--- src/core/pls_map.svh ---
// offsets, field positions and timing counts of the led/strap block
// assumes byte addresses on a 32-bit wishbone bus, 200 MHz system clock
`ifndef PLS_MAP_SVH
`define PLS_MAP_SVH
`define PLS_OFS_P1_LED 8'h6C
`define PLS_OFS_P2_LED 8'h84
`define PLS_OFS_CHIP_CFG 8'hD8
`define PLS_OFS_EE_STAT 8'hDC
`define PLS_EE_WIN 3'h7
`define PLS_LED_MODE_HI 14
`define PLS_LED_MODE_LO 12
`define PLS_LED_BSEL_HI 3
`define PLS_LED_BSEL_LO 2
`define PLS_LED_MAN_B 1
`define PLS_LED_MAN_A 0
`define PLS_CFG_WIDTH_HI 7
`define PLS_CFG_WIDTH_LO 6
`define PLS_CFG_EE_PRES 9
`define PLS_CFG_ORDER 10
`define PLS_CFG_RSVD_OK 0
`define PLS_ST_BUSY 0
`define PLS_ST_DONE 1
`define PLS_WIDTH_16 2'h2
`define PLS_WIDTH_8 2'h1
`define PLS_CLK_MHZ 200
`define PLS_BLINK_HALF_MS 125
`define PLS_BLINK_HALF_CYC (`PLS_BLINK_HALF_MS * 1000 * `PLS_CLK_MHZ)
`define PLS_ACT_HOLD 2'h2
`define PLS_EE_SK_HALF_NS 1000
`define PLS_EE_SK_HALF_CYC ((`PLS_EE_SK_HALF_NS * `PLS_CLK_MHZ) / 1000)
`define PLS_EE_WORDS 8
`define PLS_EE_CMD_BITS 9
`define PLS_EE_LAST_BIT 24
`define PLS_EE_READ_OP 3'h6
`endif

--- src/core/pls_pkg.sv ---
// types shared by the led/strap block and its eeprom reader
// assumes nothing beyond a systemverilog compiler
package pls_pkg;
  typedef enum logic [1:0] {PLS_B_SPEED, PLS_B_DUPLEX, PLS_B_LINK, PLS_B_ACT} pls_bsel_t;
  typedef enum logic [2:0] {PLS_EE_IDLE, PLS_EE_SEL, PLS_EE_SHIFT, PLS_EE_GAP} pls_ee_state_t;
  typedef struct packed {
    logic [2:0] mode;
    pls_bsel_t bsel;
    logic man_b;
    logic man_a;
  } pls_led_ctrl_t;
endpackage

--- src/core/pls_ee_reader.sv ---
// serial eeprom reader: fetches a fixed number of 16-bit words after start
// assumes a three-wire eeprom answering a read command with msb-first data
`include "pls_map.svh"
`timescale 1ns/1ps
`default_nettype none
module pls_ee_reader (
  // clock and reset
  input wire logic clk_sys,
  input wire logic resetn,
  // control
  input wire logic start,
  output logic busy,
  output logic done,
  // loaded words
  output logic word_valid,
  output logic [2:0] word_idx,
  output logic [15:0] word,
  // eeprom pins
  output logic eeprom_select,
  output logic eeprom_serial_clock,
  output logic data_out,
  output logic data_oe,
  input wire logic data_in
);
  import pls_pkg::*;
  typedef struct packed {
    pls_ee_state_t fsm;
    logic [7:0] div;
    logic sk, cs, dout, doe, wv, busy, done;
    logic [4:0] bitc;
    logic [2:0] addr;
    logic [15:0] sh;
  } pls_ee_st_t;
  pls_ee_st_t st, next_st;
  logic tick;
  logic [8:0] cmd;
  logic [4:0] nb;
  assign tick = st.div == 8'(`PLS_EE_SK_HALF_CYC - 1);
  assign cmd = {`PLS_EE_READ_OP, 3'h0, st.addr};
  assign nb = st.bitc + 5'h1;
  always_comb begin
    next_st = st;
    next_st.wv = 1'b0;
    next_st.div = tick ? 8'h0 : st.div + 8'h1;
    case (st.fsm)
      PLS_EE_IDLE: begin
        if (start) begin
          next_st.fsm = PLS_EE_SEL;
          next_st.addr = 3'h0;
          next_st.busy = 1'b1;
          next_st.done = 1'b0;
          next_st.div = 8'h0;
        end
      end
      PLS_EE_SEL: begin
        if (tick) begin
          next_st.cs = 1'b1;
          next_st.doe = 1'b1;
          next_st.dout = cmd[8];
          next_st.bitc = 5'h0;
          next_st.fsm = PLS_EE_SHIFT;
        end
      end
      PLS_EE_SHIFT: begin
        if (tick && !st.sk) begin
          next_st.sk = 1'b1;
          if (st.bitc >= 5'(`PLS_EE_CMD_BITS))
            next_st.sh = {st.sh[14:0], data_in};
        end else if (tick) begin
          next_st.sk = 1'b0;
          if (st.bitc == 5'(`PLS_EE_LAST_BIT)) begin
            next_st.cs = 1'b0;
            next_st.doe = 1'b0;
            next_st.wv = 1'b1;
            next_st.fsm = PLS_EE_GAP;
          end else begin
            next_st.bitc = nb;
            // command bits go out on the falling clock so they are stable at the rise
            next_st.doe = nb < 5'(`PLS_EE_CMD_BITS);
            next_st.dout = (nb < 5'(`PLS_EE_CMD_BITS)) ? cmd[4'(8 - nb)] : 1'b0;
          end
        end
      end
      PLS_EE_GAP: begin
        if (tick && st.addr == 3'(`PLS_EE_WORDS - 1)) begin
          next_st.fsm = PLS_EE_IDLE;
          next_st.busy = 1'b0;
          next_st.done = 1'b1;
        end else if (tick) begin
          next_st.addr = st.addr + 3'h1;
          next_st.fsm = PLS_EE_SEL;
        end
      end
      default: next_st.fsm = PLS_EE_IDLE;
    endcase
  end
  always_ff @(posedge clk_sys) begin
    if (!resetn) begin
      st <= '0;
    end else begin
      st <= next_st;
    end
  end
  assign busy = st.busy;
  assign done = st.done;
  assign word_valid = st.wv;
  assign word_idx = st.addr;
  assign word = st.sh;
  assign eeprom_select = st.cs;
  assign eeprom_serial_clock = st.sk;
  assign data_out = st.dout;
  assign data_oe = st.doe;
endmodule
`default_nettype wire

--- src/core/pls_top.sv ---
// port status leds, strap latching and eeprom load behind a wishbone slave
// assumes the link/speed/duplex/activity inputs are synchronous to clk_sys
// Notes on behaviour
// - led pins are low for on
// - port one field zero gives automatic leds
// - port two field zero gives automatic leds
// - non-zero field hands leds to software
// - link solid, activity blinks, combined on/blink
// - speed led on at 100, off at 10
// - duplex led on full, off half
// - latch bus width from port one pin a
// - latch byte order from port two pin a
// - generate eeprom clock to load configuration
// - drive eeprom select and shared data pin
// - width high is 16-bit, shown bits 7:6
// - order high is little endian, bit 10
// - restrap on reset and on power-down
`include "pls_map.svh"
`timescale 1ns/1ps
`default_nettype none
module pls_top #(
  parameter int unsigned BLINK_HALF_CYC = `PLS_BLINK_HALF_CYC
) (
  // clock and reset
  input wire logic clk_sys,
  input wire logic resetn,
  // wishbone slave
  input wire logic wb_cyc_i,
  input wire logic wb_stb_i,
  input wire logic wb_we_i,
  input wire logic [7:0] wb_adr_i,
  input wire logic [3:0] wb_sel_i,
  input wire logic [31:0] wb_dat_i,
  output logic [31:0] wb_dat_o,
  output logic wb_ack_o,
  // port state, index 0 is port one
  input wire logic [1:0] link_up,
  input wire logic [1:0] activity,
  input wire logic [1:0] speed_100,
  input wire logic [1:0] full_duplex,
  input wire logic power_down,
  input wire logic eeprom_present_strap,
  // led pins, the a pins and port one b pin double as straps
  input wire logic port_one_led_a_in,
  output logic port_one_led_a_out,
  output logic port_one_led_a_oe,
  input wire logic port_one_led_b_in,
  output logic port_one_led_b_out,
  output logic port_one_led_b_oe,
  input wire logic port_two_led_a_in,
  output logic port_two_led_a_out,
  output logic port_two_led_a_oe,
  output logic port_two_led_b_out,
  // eeprom pins
  output logic eeprom_select,
  output logic eeprom_serial_clock,
  input wire logic eeprom_serial_data_in,
  output logic eeprom_serial_data_out,
  output logic eeprom_serial_data_oe
);
  import pls_pkg::*;
  typedef struct packed {
    logic ack;
    logic [31:0] dat;
    pls_led_ctrl_t [1:0] ctrl;
    logic strapped;
    logic [1:0] width;
    logic order, ee_pres, rsvd_ok, ee_start;
    logic [24:0] blink_cnt;
    logic phase;
    logic [1:0][1:0] hold;
    logic [3:0] led_out;
    logic [2:0] led_oe;
    logic [`PLS_EE_WORDS-1:0][15:0] words;
  } pls_st_t;
  pls_st_t st, next_st;
  logic [1:0] on_a, on_b;
  logic blink_tick, req, wr;
  logic ee_busy, ee_done, ee_wv;
  logic [2:0] ee_idx;
  logic [15:0] ee_word;
  assign blink_tick = st.blink_cnt == 25'(BLINK_HALF_CYC - 1);
  assign req = wb_cyc_i && wb_stb_i;
  assign wr = req && st.ack && wb_we_i;

  pls_ee_reader u_ee (
    .clk_sys(clk_sys),
    .resetn(resetn),
    .start(st.ee_start),
    .busy(ee_busy),
    .done(ee_done),
    .word_valid(ee_wv),
    .word_idx(ee_idx),
    .word(ee_word),
    .eeprom_select(eeprom_select),
    .eeprom_serial_clock(eeprom_serial_clock),
    .data_out(eeprom_serial_data_out),
    .data_oe(eeprom_serial_data_oe),
    .data_in(eeprom_serial_data_in)
  );

  genvar gp;
  generate
    for (gp = 0; gp < 2; gp++) begin : g_port
      logic blink, bfun;
      pls_led_ctrl_t c;
      assign c = st.ctrl[gp];
      assign blink = (st.hold[gp] != 2'h0) && st.phase;
      assign bfun = (c.bsel == PLS_B_SPEED) ? speed_100[gp] :
                    (c.bsel == PLS_B_DUPLEX) ? full_duplex[gp] :
                    (c.bsel == PLS_B_LINK) ? link_up[gp] : blink;
      // pin a shows combined link/activity: solid with link, dark phases while traffic
      assign on_a[gp] = (c.mode == 3'h0) ? (link_up[gp] && !blink) : c.man_a;
      assign on_b[gp] = (c.mode == 3'h0) ? bfun : c.man_b;
    end
  endgenerate

  always_comb begin
    next_st = st;
    next_st.ack = req && !st.ack;
    next_st.ee_start = 1'b0;
    if (req && !st.ack) begin
      next_st.dat = 32'h0;
      if (wb_adr_i[7:5] == `PLS_EE_WIN) begin
        next_st.dat[15:0] = st.words[wb_adr_i[4:2]];
      end else begin
        case ({wb_adr_i[7:2], 2'h0})
          `PLS_OFS_P1_LED, `PLS_OFS_P2_LED: begin
            next_st.dat[`PLS_LED_MODE_HI:`PLS_LED_MODE_LO] =
              st.ctrl[wb_adr_i[7:2] == `PLS_OFS_P2_LED >> 2].mode;
            next_st.dat[`PLS_LED_BSEL_HI:`PLS_LED_BSEL_LO] =
              st.ctrl[wb_adr_i[7:2] == `PLS_OFS_P2_LED >> 2].bsel;
            next_st.dat[`PLS_LED_MAN_B] = st.ctrl[wb_adr_i[7:2] == `PLS_OFS_P2_LED >> 2].man_b;
            next_st.dat[`PLS_LED_MAN_A] = st.ctrl[wb_adr_i[7:2] == `PLS_OFS_P2_LED >> 2].man_a;
          end
          `PLS_OFS_CHIP_CFG: begin
            next_st.dat[`PLS_CFG_WIDTH_HI:`PLS_CFG_WIDTH_LO] = st.width;
            next_st.dat[`PLS_CFG_ORDER] = st.order;
            next_st.dat[`PLS_CFG_EE_PRES] = st.ee_pres;
            next_st.dat[`PLS_CFG_RSVD_OK] = st.rsvd_ok;
          end
          `PLS_OFS_EE_STAT: begin
            next_st.dat[`PLS_ST_BUSY] = ee_busy;
            next_st.dat[`PLS_ST_DONE] = ee_done;
          end
          default: next_st.dat = 32'h0;
        endcase
      end
    end
    // writes take effect on the edge where the master sees ack
    if (wr && ({wb_adr_i[7:2], 2'h0} == `PLS_OFS_P1_LED ||
               {wb_adr_i[7:2], 2'h0} == `PLS_OFS_P2_LED)) begin
      if (wb_sel_i[0]) begin
        next_st.ctrl[wb_adr_i[7:2] == `PLS_OFS_P2_LED >> 2].bsel =
          pls_bsel_t'(wb_dat_i[`PLS_LED_BSEL_HI:`PLS_LED_BSEL_LO]);
        next_st.ctrl[wb_adr_i[7:2] == `PLS_OFS_P2_LED >> 2].man_b = wb_dat_i[`PLS_LED_MAN_B];
        next_st.ctrl[wb_adr_i[7:2] == `PLS_OFS_P2_LED >> 2].man_a = wb_dat_i[`PLS_LED_MAN_A];
      end
      if (wb_sel_i[1]) begin
        next_st.ctrl[wb_adr_i[7:2] == `PLS_OFS_P2_LED >> 2].mode =
          wb_dat_i[`PLS_LED_MODE_HI:`PLS_LED_MODE_LO];
      end
    end
    // straps: caught one cycle after release, pins stay inputs until then
    if (power_down) begin
      next_st.strapped = 1'b0;
    end else if (!st.strapped) begin
      next_st.strapped = 1'b1;
      next_st.width = port_one_led_a_in ? `PLS_WIDTH_16 : `PLS_WIDTH_8;
      next_st.order = port_two_led_a_in;
      next_st.rsvd_ok = port_one_led_b_in;
      next_st.ee_pres = eeprom_present_strap;
      next_st.ee_start = eeprom_present_strap;
    end
    // slow blink clock; a burst keeps blinking for one full period
    next_st.blink_cnt = blink_tick ? 25'h0 : st.blink_cnt + 25'h1;
    if (blink_tick)
      next_st.phase = !st.phase;
    for (int i = 0; i < 2; i++) begin
      if (activity[i])
        next_st.hold[i] = `PLS_ACT_HOLD;
      else if (blink_tick && st.hold[i] != 2'h0)
        next_st.hold[i] = st.hold[i] - 2'h1;
    end
    if (ee_wv)
      next_st.words[ee_idx] = ee_word;
    next_st.led_oe = {3{st.strapped && !power_down}};
    next_st.led_out = st.strapped ? ~{on_b[1], on_a[1], on_b[0], on_a[0]} : 4'hF;
  end

  always_ff @(posedge clk_sys) begin
    if (!resetn) begin
      st <= '0;
      st.led_out <= 4'hF;
    end else begin
      st <= next_st;
    end
  end

  assign wb_ack_o = st.ack;
  assign wb_dat_o = st.dat;
  assign port_one_led_a_out = st.led_out[0];
  assign port_one_led_b_out = st.led_out[1];
  assign port_two_led_a_out = st.led_out[2];
  assign port_two_led_b_out = st.led_out[3];
  assign port_one_led_a_oe = st.led_oe[0];
  assign port_one_led_b_oe = st.led_oe[1];
  assign port_two_led_a_oe = st.led_oe[2];
endmodule
`default_nettype wire

--- config.mk ---
export PLATFORM = sky130hd
export DESIGN_NAME = pls_top
export DESIGN_NICKNAME = d
export VERILOG_FILES = /design/src/core/pls_pkg.sv /design/src/core/pls_ee_reader.sv /design/src/core/pls_top.sv
export VERILOG_INCLUDE_DIRS = /design/src /design/src/core
export SDC_FILE = /design/constraint.sdc
export NUM_CORES = 1
export LEC_CHECK = 0
export ABC_AREA = 1
export BUFFER_PORTS_ARGS = -buffer_cell sky130_fd_sc_hd__buf_2
export CAP_MARGIN = 5
export CORE_ASPECT_RATIO = 1.2
export CORE_MARGIN = 1
export CORE_UTILIZATION = 50
export DETAILED_ROUTE_END_ITERATION = 8
export PLACE_DENSITY_LB_ADDON = 0.15
export SETUP_SLACK_MARGIN = 0.2
export SLEW_MARGIN = 20
export SYNTH_ARGS = -nofsm -noshare
export SYNTH_HDL_FRONTEND = slang
export SYNTH_SLANG_ARGS = --single-unit
--- constraint.sdc ---
create_clock -name clk_sys -period 2 [get_ports clk_sys]
set_clock_uncertainty 0.15 [all_clocks]
set_input_delay 0.4 -clock clk_sys [delete_from_list [all_inputs] [get_ports clk_sys]]
set_output_delay 0.4 -clock clk_sys [all_outputs]
set_load 0.01 [all_outputs]
==> flow_metrics.tcl <==
set metrics [dict create \
    synth_commonest_cells "nand2_1 (255), dfxtp_1 (242), nor2_1 (225), a21oi_1 (184), o21ai_0 (175)" \
    ys_types 41 \
    fin_crit_ps 1780 \
    drcViolationCount 0 \
    initial_core_util 0.516 \
    n_antenna_cell 0 \
    postRouteAntennaNets 0 \
    drive_gt1_frac 0.162 \
    antenna_found_initial 1 \
    cts_tree "yes" \
    finalNetCount 1672 \
    utilization 0.620 \
    yosysWarnings 0 \
    critPathCaptureType "flip-flop" \
    cpLargestDelayFamily "simple AND/OR/NAND/NOR gates" \
    worst_path_max_delay_cell "dfxtp_2" \
    synth_edf_count 0 \
    gr-usage-all-layers 0.257 \
    yosysSeqAreaShare 0.443 \
    synth_top_area_share 0.443 \
    die-area_um2 22500 \
    p_leak_nw 5.38 \
    crit_path_start_kind "flip-flop" \
    preCtsSetupSlack_ps 55.1 \
    netlist_instances 1523 \
    clkLatencyLatePin_ps 540 \
    drt_iter0_drc 796 \
    critical_path_buf_inv_count 1 \
    arrival_ps 2040 \
    fmax_mhz 561 \
    portBuffers 61 \
    vias 10100 \
    clk_path_buf_depth 3 \
    yosys.cell_count.top_type "nand2_1" \
    setup_violations 0 \
    grt_max_degree 55 \
    power-per-cell-area_nw_per_um2 888 \
    p_total_mw 11.7 \
    dieHeight_um 164 \
    finalWorstSetupSlack_ps 218 \
    drv_slew 0 \
    ios 107 \
    cts-root-buf "clkbuf_16" \
    synth_seq_cells 242 \
    status "complete, no violations" \
    worstMarginPinSlew_ps 592 \
    critPathKind "reg2reg" \
    die_x_um 137 \
    rsz0062_at_grt "yes" \
    routed_wl_um 28600 \
    async_reset_ff_frac 0 \
    clk_pin_slew_ps 60 \
    crit_required_ps 2260 \
    cts.sinks 242 \
    place.detailed.hpwl_um 18600 \
    hold_path_class "in2reg" \
    maxCapViolations 0 \
    synthFlopType "dfxtp_1" \
    syn_area_per_cell_um2 7.18 \
    crit_path_max_incr_delay_ps 350 \
    core_um2 21200 \
    ys_top_cells_by_area "dfxtp_1 (44%), nand2_1 (8.8%), a21oi_1 (8.4%)" \
    synth_top_area_cell "dfxtp_1" \
    setup_tns_ps 0 \
    cts_buffers 26 \
    period_share 0.891 \
    syn2layout_area_growth_pct 20.2 \
    first_pass_iters 5 \
    grt_pass1_wl_um 46200 \
    finalHoldViolCount 0 \
    gp_congestion 0.884 \
    vias_per_cell 5.38 \
    wl_per_cell_um 15.2 \
    rows 58 \
    slew_headroom 0.602 \
    netlist_area_um2 10900 \
    peakVddDrop_mv 1.09 \
    ctsHtreeMaxLevel 1 \
    cp_cell_sequence "ha_4 -> nand2_4 -> nor3_4 -> nand3_2 -> nor2_2 -> nand2_2 -> buf_12 -> o21ai_2 -> a21oi_2" \
    grt_overflow_total 0 \
    grt_pass1_vias 9268 \
    critPathMaxFanout 16 \
]
[area by class of cell]
class / count / area (µm²)
clock buffer: 40 / 813
clock inverter: 7 / 134
tap: 270 / 338
fill: 1928 / 8050
timing repair buffer: 140 / 1160
inverter: 114 / 432
sequential: 242 / 4850
multi-input combinational: 1070 / 5410
[layout by cell type (no fill, tap or decap), types with 5 or more instances in the layout]
cell type	n
xnor2_1	5
conb_1	16
nand3_1	39
dfxtp_2	6
buf_4	49
buf_2	60
nor2_1	214
ha_1	11
dlygate4sd3_1	13
clkinv_1	17
nor2_2	14
buf_12	15
o21ai_0	171
nor3_1	21
nand4_1	47
xor2_1	7
nand2_1	249
nand2_4	7
o21ai_1	10
o211ai_1	12
clkbuf_8	11
or2_2	8
o21ai_2	10
clkbuf_16	27
dfxtp_1	236
a21oi_1	168
inv_1	94
a21oi_2	15
nand3_2	7
[where the power goes]
part | switching, mW | total (mW) | internal [mW]
clock network | 2.00 | 5.19 | 3.19
logic | 0.917 | 1.46 | 0.540
registers | 0.0792 | 5.02 | 4.94
total | 3.00 | 11.7 | 8.67
[final timing paths]
kind / startpoint / end / slack (ps) / cells past startpoint
min reg2reg: st[166]$_SDFFE_PN0P_ / st[166]$_SDFFE_PN0P_ / 300 / 2
max reg2reg: u_ee.st[32]$_SDFF_PN0_ / u_ee.word[2]$_SDFFE_PN0P_ / 220 / 9
min: resetn / u_ee.st[19]$_SDFFE_PN0P_ / 6 / 3
max: u_ee.st[32]$_SDFF_PN0_ / u_ee.word[2]$_SDFFE_PN0P_ / 220 / 9
[repair_timing]
action / 4_1_cts / 5_1_grt
pin swaps: 11 / 24
setup endpoints to repair: 33 / 54
hold endpoints to repair: 19 / 0
buffers inserted: 9 / 0
hold buffers: 13 / 0
resized for setup: 21 / 50
gates cloned: 1 / 1
[logic make-up after synthesis]
logic type / share of synthesized area
AOI/OAI and AO/OA: 0.190
xor gates and xnor gates: 0.00961
adders and majority gates: 0.0172
buffers and inverters: 0.0927
DFF: 0.443
other: 0.000343
and+or+nand+nor: 0.247
[registers in the layout, summed over array words and instances (netlist names), 3 cells and up]
name / cells
g_port.c: 14
st: 165
wb_dat_o: 16
u_ee.st: 15
u_ee.word: 16
u_ee.word_idx: 3
[per-stage QoR]
stage               std cells  hold WS (ps)  cell area (µm²)
finish                   1883          5.94            13100
global route             1883          13.5            13100
CTS                      1882          2.02            12900
detailed placement       1812           289            11700
global placement         1812           277            11700
floorplan                1538           263            11000
[worst register-to-register path, stage by stage, from the launching register on]
cell	delay [ps]
dfxtp_2	350
ha_4	150
nand2_4	60
nor3_4	160
nand3_2	120
nor2_2	140
nand2_2	110
buf_12	180
o21ai_2	170
a21oi_2	50
[layer usage]
| layer | routed length (µm) | part of all wire | vias to the layer above | track usage |
|---|---|---|---|---|
| li1 | - | - | 5140 | - |
| met3 | 1470 | 0.051 | 42 | 0.0324 |
| met4 | 533 | 0.019 | 2 | 0.0639 |
| met2 | 13100 | 0.46 | 241 | 0.421 |
| met1 | 13500 | 0.47 | 4697 | 0.355 |
| met5 | 13 | 0.00045 | - | 0 |
No activity file was read; power rests on OpenSTA's default activity.
